[src/core/bst_pkg.sv]
// Purpose: Shared constants and types for the boundary-scan test access port.
// Assumes: All test port inputs are sampled by ref_clk through two flip-flops.
// Notes:   Instruction codes are chosen locally; all-ones selects bypass.
//
// What this block does
// - Sample/preload captures pin states into boundary register without disturbing core operation.
// - Sample/preload lets the controller shift a pattern in for later use at pins.
// - External test drives outputs from boundary register and captures input pins.
// - Bypass puts a one-bit register between serial test input and output.
// - Bypass moves one bit per test clock while the core keeps running.
// - Instruction register is exactly three bits; three bits shift per load.
// - Boundary register length is a variant parameter: 273, 417, 465 or 645.
// - Undriven test port inputs read high because of weak pull-ups.

package bst_pkg;

  // ------------------------------------------------------------------
  // Register sizes
  // ------------------------------------------------------------------
  localparam int IR_LEN = 3;
  localparam int BSR_LEN_DEFAULT = 273;

  // ------------------------------------------------------------------
  // Instruction codes and reset values
  // ------------------------------------------------------------------
  localparam logic [IR_LEN-1:0] INS_EXTEST = 3'h0;
  localparam logic [IR_LEN-1:0] INS_SAMPLE = 3'h5;
  localparam logic [IR_LEN-1:0] INS_BYPASS = 3'h7;
  localparam logic [IR_LEN-1:0] IR_CAPTURE_VAL = 3'h1;
  localparam logic PIN_IDLE_LEVEL = 1'b1;

  // ------------------------------------------------------------------
  // Controller states
  // ------------------------------------------------------------------
  typedef enum logic [15:0] {
    ST_RESET      = 16'h0001,
    ST_IDLE       = 16'h0002,
    ST_SEL_DR     = 16'h0004,
    ST_CAP_DR     = 16'h0008,
    ST_SHIFT_DR   = 16'h0010,
    ST_EXIT1_DR   = 16'h0020,
    ST_PAUSE_DR   = 16'h0040,
    ST_EXIT2_DR   = 16'h0080,
    ST_UPD_DR     = 16'h0100,
    ST_SEL_IR     = 16'h0200,
    ST_CAP_IR     = 16'h0400,
    ST_SHIFT_IR   = 16'h0800,
    ST_EXIT1_IR   = 16'h1000,
    ST_PAUSE_IR   = 16'h2000,
    ST_EXIT2_IR   = 16'h4000,
    ST_UPD_IR     = 16'h8000
  } bst_state_t;

endpackage

[src/core/bst_chain.sv]
// Purpose: Boundary register: capture stage, shift chain and update stage.
// Assumes: Strobes are one ref_clk cycle wide and never overlap.
// Notes:   Update stage holds the pattern shown at pins in external test.

`timescale 1ns/1ns
`default_nettype none

module bst_chain #(
  parameter int LEN = bst_pkg::BSR_LEN_DEFAULT
) (
  input  wire logic           ref_clk,
  input  wire logic           resetn,
  input  wire logic           capture,
  input  wire logic           shift,
  input  wire logic           update,
  input  wire logic           sin,
  input  wire logic [LEN-1:0] par_in,
  output logic                sout,
  output logic      [LEN-1:0] upd_q
);

  logic [LEN-1:0] chain;
  logic [LEN-1:0] next_chain;
  logic [LEN-1:0] next_upd_q;

  // ------------------------------------------------------------------
  // Next values
  // ------------------------------------------------------------------
  always_comb
  begin
    next_chain = chain;
    next_upd_q = upd_q;
    if (capture)
    begin
      next_chain = par_in;
    end
    else if (shift)
    begin
      next_chain = {sin, chain[LEN-1:1]};
    end
    if (update)
    begin
      next_upd_q = chain;
    end
  end

  always_ff @(posedge ref_clk or negedge resetn)
  begin
    if (!resetn)
    begin
      chain <= '0;
      upd_q <= '0;
    end
    else
    begin
      chain <= next_chain;
      upd_q <= next_upd_q;
    end
  end

  assign sout = chain[0];

endmodule

`default_nettype wire

[src/core/bst_tap.sv]
// Purpose: Test access port controller with instruction, bypass and boundary registers.
// Assumes: Test clock is far slower than ref_clk and is found by edge detection.
// Notes:   Port and pin inputs pass two flip-flops; test port inputs reset to the pulled-up high, pin_in copies reset low.

`timescale 1ns/1ns
`default_nettype none

module bst_tap #(
  parameter int BSR_LEN = bst_pkg::BSR_LEN_DEFAULT
) (
  input  wire logic               ref_clk,
  input  wire logic               resetn,
  input  wire logic               tck,
  input  wire logic               tms,
  input  wire logic               tdi,
  output logic                    tdo,
  output logic                    tdo_oe,
  input  wire logic [BSR_LEN-1:0] pin_in,
  input  wire logic [BSR_LEN-1:0] core_out,
  output logic      [BSR_LEN-1:0] pin_out,
  output logic      [2:0]         ir_active
);

  // ------------------------------------------------------------------
  // Functions
  // ------------------------------------------------------------------
  function automatic bst_pkg::bst_state_t step(input bst_pkg::bst_state_t s, input logic m);
    case (s)
      bst_pkg::ST_RESET:    step = m ? bst_pkg::ST_RESET   : bst_pkg::ST_IDLE;
      bst_pkg::ST_IDLE:     step = m ? bst_pkg::ST_SEL_DR  : bst_pkg::ST_IDLE;
      bst_pkg::ST_SEL_DR:   step = m ? bst_pkg::ST_SEL_IR  : bst_pkg::ST_CAP_DR;
      bst_pkg::ST_CAP_DR:   step = m ? bst_pkg::ST_EXIT1_DR : bst_pkg::ST_SHIFT_DR;
      bst_pkg::ST_SHIFT_DR: step = m ? bst_pkg::ST_EXIT1_DR : bst_pkg::ST_SHIFT_DR;
      bst_pkg::ST_EXIT1_DR: step = m ? bst_pkg::ST_UPD_DR  : bst_pkg::ST_PAUSE_DR;
      bst_pkg::ST_PAUSE_DR: step = m ? bst_pkg::ST_EXIT2_DR : bst_pkg::ST_PAUSE_DR;
      bst_pkg::ST_EXIT2_DR: step = m ? bst_pkg::ST_UPD_DR  : bst_pkg::ST_SHIFT_DR;
      bst_pkg::ST_UPD_DR:   step = m ? bst_pkg::ST_SEL_DR  : bst_pkg::ST_IDLE;
      bst_pkg::ST_SEL_IR:   step = m ? bst_pkg::ST_RESET   : bst_pkg::ST_CAP_IR;
      bst_pkg::ST_CAP_IR:   step = m ? bst_pkg::ST_EXIT1_IR : bst_pkg::ST_SHIFT_IR;
      bst_pkg::ST_SHIFT_IR: step = m ? bst_pkg::ST_EXIT1_IR : bst_pkg::ST_SHIFT_IR;
      bst_pkg::ST_EXIT1_IR: step = m ? bst_pkg::ST_UPD_IR  : bst_pkg::ST_PAUSE_IR;
      bst_pkg::ST_PAUSE_IR: step = m ? bst_pkg::ST_EXIT2_IR : bst_pkg::ST_PAUSE_IR;
      bst_pkg::ST_EXIT2_IR: step = m ? bst_pkg::ST_UPD_IR  : bst_pkg::ST_SHIFT_IR;
      bst_pkg::ST_UPD_IR:   step = m ? bst_pkg::ST_SEL_DR  : bst_pkg::ST_IDLE;
      default:              step = bst_pkg::ST_RESET;
    endcase
  endfunction

  // ------------------------------------------------------------------
  // Pin synchronisers
  // ------------------------------------------------------------------
  logic [2:0]         sync1;
  logic [2:0]         sync2;
  logic               tck_prev;
  logic [BSR_LEN-1:0] pin_s1;
  logic [BSR_LEN-1:0] pin_s2;

  // Test port inputs reset high so an undriven, pulled-up pin never looks low; pin_in copies reset low.
  always_ff @(posedge ref_clk or negedge resetn)
  begin
    if (!resetn)
    begin
      sync1    <= {3{bst_pkg::PIN_IDLE_LEVEL}};
      sync2    <= {3{bst_pkg::PIN_IDLE_LEVEL}};
      tck_prev <= bst_pkg::PIN_IDLE_LEVEL;
      pin_s1   <= '0;
      pin_s2   <= '0;
    end
    else
    begin
      sync1    <= {tck, tms, tdi};
      sync2    <= sync1;
      tck_prev <= sync2[2];
      pin_s1   <= pin_in;
      pin_s2   <= pin_s1;
    end
  end

  logic tck_s;
  logic tms_s;
  logic tdi_s;
  logic tck_rise;
  logic tck_fall;

  assign tck_s    = sync2[2];
  assign tms_s    = sync2[1];
  assign tdi_s    = sync2[0];
  assign tck_rise = tck_s & ~tck_prev;
  assign tck_fall = ~tck_s & tck_prev;

  // ------------------------------------------------------------------
  // Controller, instruction and bypass registers
  // ------------------------------------------------------------------
  bst_pkg::bst_state_t state;
  bst_pkg::bst_state_t next_state;
  logic [2:0]          ir_sr;
  logic [2:0]          next_ir_sr;
  logic [2:0]          next_ir_active;
  logic                bypass;
  logic                next_bypass;
  logic                next_tdo;
  logic                next_tdo_oe;
  logic                bsr_sel;
  logic                extest;
  logic                bsr_sout;

  // External test and sample pick the boundary register; anything else reads as bypass.
  assign extest  = (ir_active == bst_pkg::INS_EXTEST);
  assign bsr_sel = extest | (ir_active == bst_pkg::INS_SAMPLE);

  always_comb
  begin
    next_state     = state;
    next_ir_sr     = ir_sr;
    next_ir_active = ir_active;
    next_bypass    = bypass;
    next_tdo       = tdo;
    next_tdo_oe    = tdo_oe;
    if (tck_rise)
    begin
      next_state = step(state, tms_s);
      case (state)
        bst_pkg::ST_CAP_IR:   next_ir_sr = bst_pkg::IR_CAPTURE_VAL;
        bst_pkg::ST_SHIFT_IR: next_ir_sr = {tdi_s, ir_sr[2:1]};
        bst_pkg::ST_CAP_DR:   next_bypass = 1'b0;
        bst_pkg::ST_SHIFT_DR: next_bypass = tdi_s;
        default:              next_bypass = bypass;
      endcase
    end
    if (tck_fall)
    begin
      next_tdo_oe = (state == bst_pkg::ST_SHIFT_DR) || (state == bst_pkg::ST_SHIFT_IR);
      if (state == bst_pkg::ST_SHIFT_IR)
      begin
        next_tdo = ir_sr[0];
      end
      else if (state == bst_pkg::ST_SHIFT_DR)
      begin
        next_tdo = bsr_sel ? bsr_sout : bypass;
      end
      if (state == bst_pkg::ST_UPD_IR)
      begin
        next_ir_active = ir_sr;
      end
      // Test-Logic-Reset restores bypass on the falling edge, as Update-IR loads, so the instruction moves on one edge.
      else if (state == bst_pkg::ST_RESET)
      begin
        next_ir_active = bst_pkg::INS_BYPASS;
      end
    end
  end

  always_ff @(posedge ref_clk or negedge resetn)
  begin
    if (!resetn)
    begin
      state     <= bst_pkg::ST_RESET;
      ir_sr     <= '0;
      ir_active <= bst_pkg::INS_BYPASS;
      bypass    <= 1'b0;
      tdo       <= 1'b0;
      tdo_oe    <= 1'b0;
    end
    else
    begin
      state     <= next_state;
      ir_sr     <= next_ir_sr;
      ir_active <= next_ir_active;
      bypass    <= next_bypass;
      tdo       <= next_tdo;
      tdo_oe    <= next_tdo_oe;
    end
  end

  // ------------------------------------------------------------------
  // Boundary register
  // ------------------------------------------------------------------
  logic               bsr_cap;
  logic               bsr_shift;
  logic               bsr_upd;
  logic [BSR_LEN-1:0] bsr_upd_q;
  logic [BSR_LEN-1:0] next_pin_out;

  assign bsr_cap   = tck_rise & bsr_sel & (state == bst_pkg::ST_CAP_DR);
  assign bsr_shift = tck_rise & bsr_sel & (state == bst_pkg::ST_SHIFT_DR);
  assign bsr_upd   = tck_fall & bsr_sel & (state == bst_pkg::ST_UPD_DR);

  bst_chain #(
    .LEN (BSR_LEN)
  ) u_chain (
    .ref_clk (ref_clk),
    .resetn  (resetn),
    .capture (bsr_cap),
    .shift   (bsr_shift),
    .update  (bsr_upd),
    .sin     (tdi_s),
    .par_in  (pin_s2),
    .sout    (bsr_sout),
    .upd_q   (bsr_upd_q)
  );

  // Only external test takes the pins away from the core; sample leaves them alone.
  always_comb
  begin
    next_pin_out = extest ? bsr_upd_q : core_out;
  end

  always_ff @(posedge ref_clk or negedge resetn)
  begin
    if (!resetn)
    begin
      pin_out <= '0;
    end
    else
    begin
      pin_out <= next_pin_out;
    end
  end

endmodule

`default_nettype wire

[config.mk]
export PLATFORM = sky130hd
export DESIGN_NAME = bst_tap
export DESIGN_NICKNAME = d
export VERILOG_FILES = /design/src/core/bst_pkg.sv /design/src/core/bst_chain.sv /design/src/core/bst_tap.sv
export SDC_FILE = /design/constraint.sdc
export NUM_CORES = 1
export LEC_CHECK = 0
export BUFFER_PORTS_ARGS = -buffer_cell sky130_fd_sc_hd__clkbuf_2
export CAP_MARGIN = 0
export CORE_AREA = 2 2 319 321
export CTS_BUF_LIST = sky130_fd_sc_hd__clkbuf_8
export DETAILED_ROUTE_END_ITERATION = 6
export DIE_AREA = 0 0 321 323
export PLACE_DENSITY = 0.74
export SYNTH_ARGS = -nofsm -noshare
export SYNTH_HDL_FRONTEND = slang
export SYNTH_SLANG_ARGS = --single-unit
[constraint.sdc]
create_clock -name ref_clk -period 2.88 [get_ports ref_clk]
set_input_delay 0.144 -clock ref_clk [delete_from_list [all_inputs] [get_ports ref_clk]]
set_output_delay 0.144 -clock ref_clk [all_outputs]
set_load 0.02 [all_outputs]
# Word-level counts from Yosys, hierarchy flattened
# Index checks and enable logic that the tools add are counted.
# W data, S select, Z words.
# totals
reg_bits	1397
in_bits	551
output_inout_bits	278
elab_cells	78
# classes
eq_ne	17
n_mux	23
bitwise_logic	10
reduce_logical	14
# op_table
cell	count
$mux W273	3
$pmux W16 S12	1
$mux W16	2
$mux W9	2
$eq A16 B1 Y1 const B	1
$eq A16 B10 Y1 const B	1
$eq A16 B11 Y1 const B	1
$eq A16 B12 Y1 const B	1
$eq A16 B13 Y1 const B	1
$eq A16 B14 Y1 const B	1
$eq A16 B15 Y1 const B	1
$eq A16 B16 Y1 const B	1
$eq A16 B2 Y1 const B	1
$eq A16 B3 Y1 const B	1
$eq A16 B4 Y1 const B	1
$eq A16 B5 Y1 const B	1
$eq A16 B6 Y1 const B	1
$eq A16 B7 Y1 const B	1
$eq A16 B8 Y1 const B	1
$eq A16 B9 Y1 const B	1
$mux W15	1
$mux W13	1
$mux W11	1
$mux W10	1
other kinds (17)	36

# Depth between registers and ports, before layout
# depth
word_depth	6
depth_mapped	10
depth_no_buf	5

# Hierarchy
# A second synthesis with hierarchy kept.
# hier_totals
hier_cells	3064
hier_area_um2	48418.9
# by_module_without_submodules
module	n_inst	cells_each	area_per_inst_um2	seq_area_each_um2
bst_tap	1	1304	25439.4	21309.2
bst_chain	1	1760	22979.5	13663.1

# Worst setup path after synthesis
# No wires, ideal clock.
# synth_timing
path_kind	register to register
start	register state[8]
end	register u_chain.chain[245]
setup_time_ps	132
t_arrival_ps	2031
required_ps	2748
path_slack_ps	717
stages_incl_launch_ff	11
n_path_buf	5
period_less_slack_ps	2163
path_cell_list	dfrtp_1 buf_2 or4_1 buf_2 nor2_8 o2111ai_4 buf_6 buf_6 buf_4 nand2_1 o21ai_1
# synth_via
elab_chain_cells	3
elab_cells_between_ends	6
classes_between	2 x eq/ne; 1 x mux; 2 x bitwise; 1 x reduce/logical
# synth_lines
item	line	source
start, declared	bst_tap.sv:94	bst_pkg::bst_state_t state;
start signal, assigned	bst_tap.sv:157	state <= bst_pkg::ST_RESET;
start signal, assigned	bst_tap.sv:166	state <= next_state;
$eq A16 B4 Y1 or $eq A16 B5 Y1 (tied branches)	bst_tap.sv:184, bst_tap.sv:185	
$and A1 B1 Y1, on equally long branches	bst_tap.sv:184, bst_tap.sv:185	
$mux W273 or $reduce_bool A2 Y1 (tied branches)	-	
end signal, assigned	bst_chain.sv:56	chain <= next_chain;
end, declared	bst_chain.sv:22	logic [LEN-1:0] chain;
# Several ways; a longest one is shown, not always the timed one.
# A chain may end at the register's enable or synchronous reset.

# Final worst setup path
# layout_timing
start	register state[8]
end	register u_chain.chain[178]
# The elaborated chain is that of the path after synthesis.

==> results.txt <==
The run finished with clean final reports. Setup violations remaining at the end of the flow were counted as 0. The register clock-pin slew on the reported worst setup and hold paths came out at approximately 0.070 ns. The hold-critical path depth is 3.

Power spread over the standard cell area amounts to 584.4 nW/um2. The effective utilization at floorplan is 48.03%. The number of iterations in the first detailed-routing pass is 6. Walking the worst path, the cells encountered are or4_1 -> nor2_8 -> nand4_4 -> buf_12 -> mux2i_1 -> o21ai_1. The post-synthesis area per instance came out at 13.26 um2. The worst-path cell with the longest stage delay is or4_1. The total leakage power is approximately 35 nW. The number of flops mapped to enable cells by yosys came out at 0. The post-synthesis cell area is 48370 um2. TritonCTS built the clock tree.

The worst path uses 98.30% of the clock period. The number of buffer and inverter instances along the worst setup path came out at 1. The peak supply drop is 0.4636 mV. STA classifies the critical path endpoint as a flop.

The total clock buffers created by CTS is 210. The arrival time of the worst setup path came out at 3.55 ns. The final layout contains 6172 nets. The final number of hold-violating endpoints came out at 0. The floorplan step set the die height to around 320 um. The worst-margin pin slew is 1.164 ns. The placed wire-length estimate after detailed placement is 76440 um. The internal portion of the total power is 0.03047 W. The met2 wire length is 79030 um. The delay of the slowest cell on the worst path came out at approximately 0.72 ns. The layout overhead on the synthesized area is 42.54%. The cell taking the most area after synthesis is dfrtp_1. The number of I/O pins is about 830.

The die covers 103700 um2. The highest attainable clock frequency came out at roughly 0.35 GHz. The share of Yosys cell area claimed by the top area cell type came out at 71.70%. The DRC violation count after routing is 0.

The post-synthesis cell type count came out at 46. In this run the critical register-to-register path is launched from state[8]$_DFFE_PN0P_. The post-synth net total came out at 4199. In the post-synthesis netlist, the biggest area contributors are dfrtp_1 (72%), nand2_1 (8.6%), mux2_2 (6.4%), mux2i_1 (5.7%), o21ai_1 (2.8%). The clock network is responsible for 41.3% of the overall power. The critical path data required time came out at 3.60 ns.

The sequential cells in the finished layout cover a total of roughly 35000 um2. The share of post-route cells with drive strength above 1 is 25.96%. The later pin in the worst-skew pair is clocked with a latency of 0.89 ns. The proportion of register bits with asynchronous set or reset after synthesis is 100.0%. Net switching is 24.38% of the power. Setup total negative slack on the finished layout was measured at 0 ns. The initial antenna violation count is 38. The count of standard-cell rows is ~120. At the end of routability-driven placement, the weighted congestion stood at approximately 0.84. The worst hold path terminates at pin_out[262]$_DFF_PN0_. The sequential group share of total power is 51.0%. The sequential fraction of the synthesis area came out at 72.30%. The count of H-tree levels built during CTS is 4.

The largest clock skew in the final design came out at 0.05403 ns. The total via count after detailed routing came out at around 37k. The tightest min-delay check is of the input pin to flop type. The worst-case clock buffer depth came out at 3. The met3 routed wirelength came out at 9459 um.

The post-route met1 wirelength came out at 56440 um. The category of cells accounting for the largest share of critical-path delay is simple AND/OR/NAND/NOR gates. The top routing layer in use is met5. In this run the critical register-to-register path is captured at u_chain.chain[178]$_DFFE_PN0P_. The number of storage elements in the synthesis netlist is 1397. For this block, the routed nets add up to 156500 um of wire.

The core area is 100700 um2. The final non-filler cell area came out at 68950 um2. Max-cap violations in this run came to 0. The area after detailed placement came out at 54070 um2.

In this run the register-to-register setup slack is 0.05 ns. The width of the die came out at about 320 um. Counting every sink on the clock net gives about 1.4k.

The detailed router finished its first iteration with 2960 violations. The worst pin sits at a relative slew slack of 22.37%. The worst setup path is launched from a flop. The cell sitting at the root of the clock tree is a clkbuf_8.

In this run the worst path has a maximum fanout of 132. The cell depth of the worst flop-to-flop path is 6. The quantity of I/O buffers inserted on ports is 828. The Yosys step of the flow raised 0 warnings.

The critical path is of the flop to flop type. In the global route stage, overall resource usage came out at 30.06%. The routed wire length per instance came out at 21.93 um. The minimum clock period is 2.831 ns. Setup repair after global routing left no endpoint under its margin. The total congestion overflow after global routing is 0. Per report_power, the combinational group accounts for slightly below 8% of the total. For this design the total switching power over the nets is 0.009822 W. Entering global routing, the biggest net connects 160 pins. The number of global-route vias before repair came out at a little over 40k.

The synthesized instance count came out at ~3.6k. The remaining antenna violation count after routing came out at 0. The multi-input logic area is between 10000 and 15000 um2. Dividing the detail-routed via count by the number of cells gives just over 5. The worst hold path begins at core_out[262]. The first global-routing pass estimated 238000 um of wire. The most used flip-flop cell after synthesis is dfrtp_1.

The fill cell instance count of the final layout came out at 6175. The final count of pins violating max slew came to 0.
==> cell type report <==
| type | count | area share [%] |
|---|---|---|
| clock inverter | 106 | 0.7839 |
| multi-input combinational | 2049 | 17.65 |
| antenna | 41 | 0.1488 |
| tap | 1309 | 2.375 |
| inverter | 6 | 0.03266 |
| timing repair buffer | 1957 | 22.90 |
| clock buffer | 270 | 5.389 |
| sequential | 1397 | 50.72 |
==> registers in the layout, summed over array words and instances, names as in the netlist, 3 cells and up <==
| name | count |
|---|---|
| ir_active | 3 |
| ir_sr | 3 |
| pin_out | 273 |
| pin_s1 | 273 |
| pin_s2 | 273 |
| state | 16 |
| sync1 | 3 |
| sync2 | 3 |
| u_chain.chain | 273 |
| u_chain.upd_q | 273 |
==> worst max-delay path by stage <==
stage          cells past startpoint            startpoint  slack, ns                        endpoint
4_1_cts                            6  state[8]$_DFFE_PN0P_       0.26  u_chain.chain[216]$_DFFE_PN0P_
2_1_floorplan                     10  state[8]$_DFFE_PN0P_       0.72  u_chain.chain[245]$_DFFE_PN0P_
5_1_grt                            6  state[8]$_DFFE_PN0P_       0.05   u_chain.chain[29]$_DFFE_PN0P_
6_report                           6  state[8]$_DFFE_PN0P_       0.05  u_chain.chain[178]$_DFFE_PN0P_
3_3_place_gp                       7  state[8]$_DFFE_PN0P_       0.39  u_chain.chain[150]$_DFFE_PN0P_
3_5_place_dp                       6  state[8]$_DFFE_PN0P_       0.27  u_chain.chain[211]$_DFFE_PN0P_
==> what timing repair did <==
action | in CTS | in global routing
buffers inserted | 0 | 0
hold buffers | 1048 | 0
endpoints found under the hold margin | 1904 | 0
endpoints found under the setup margin | 0 | 25
resized for setup | 0 | 2
==> power by group through the flow <==
| stage | clock network, W | registers [W] | logic [W] |
|---|---|---|---|
| floorplan | 0 | 0.0210 | 0.000366 |
| global placement | 0 | 0.0208 | 0.00181 |
| detailed placement | 0 | 0.0208 | 0.00184 |
| CTS | 0.0164 | 0.0205 | 0.00299 |
| global route | 0.0178 | 0.0206 | 0.00334 |
| finish | 0.0166 | 0.0205 | 0.00313 |
==> cell usage in the layout (no fill, tap or decap), types with 17 or more instances in the layout <==
master,count
inv_1,84
buf_4,40
dlygate4sd3_1,1047
clkbuf_8,270
buf_12,42
nand2_1,1111
mux2_2,273
o21ai_1,273
clkbuf_2,827
mux2i_1,273
diode_2,41
dfrtp_1,1386
o21ai_0,17
==> Yosys cell counts, types with 4 or more instances <==
library cell and n:
buf_6 54, a21oi_1 5, buf_2 56, inv_1 6
nand4_1 8, o21ai_1 273, nor3_1 9, nand3_1 8
clkbuf_1 81, buf_4 4, mux2i_1 274, xnor2_1 6
o31ai_1 4, nor4_1 5, o21ai_0 17, nand2_1 1111
dfrtp_1 1386, dfstp_2 11, nor2_1 13, mux2_2 273
==> kinds of logic after synthesis <==
logic type      after synthesis  synth area share, %
compound gates              317                3.435
xor+xnor                      9               0.1630
buf+inv                     202                2.581
flops                      1397                72.30
mux                         547                12.02
simple gates               1176                9.500
==> per-layer routing <==
layer  up-vias  GRT usage (%)
li1      15974              -
met1     18532          33.91
met2      1859          50.81
met3       695          6.712
met4        18          21.38
met5         -              0
==> worst register-to-register path: cells and delay by family, from the launching register on <==
family	cells	cell delay, ns
AND/OR/NAND/NOR	3	1.11
multiplexers	1	0.71
AO/OA/AOI/OAI	1	0.12
flip-flops	1	0.46
buffers and inverters	1	0.31
==> per-stage QoR <==
stage,hold slack [ns],utilization (%),power (W),setup slack (ns),instances
finish,0.07711,68.46,0.04029,0.04885,7135
global placement,0.2126,53.69,0.02262,0.3909,5670
detailed placement,0.2170,53.69,0.02266,0.2745,5670
floorplan,-0.1516,-,0.02140,0.7167,3648
CTS,0.0001818,68.35,0.03983,0.2631,7094
global route,0.01455,68.43,0.04165,0.04755,7124
(Power assumes the default switching activity.)
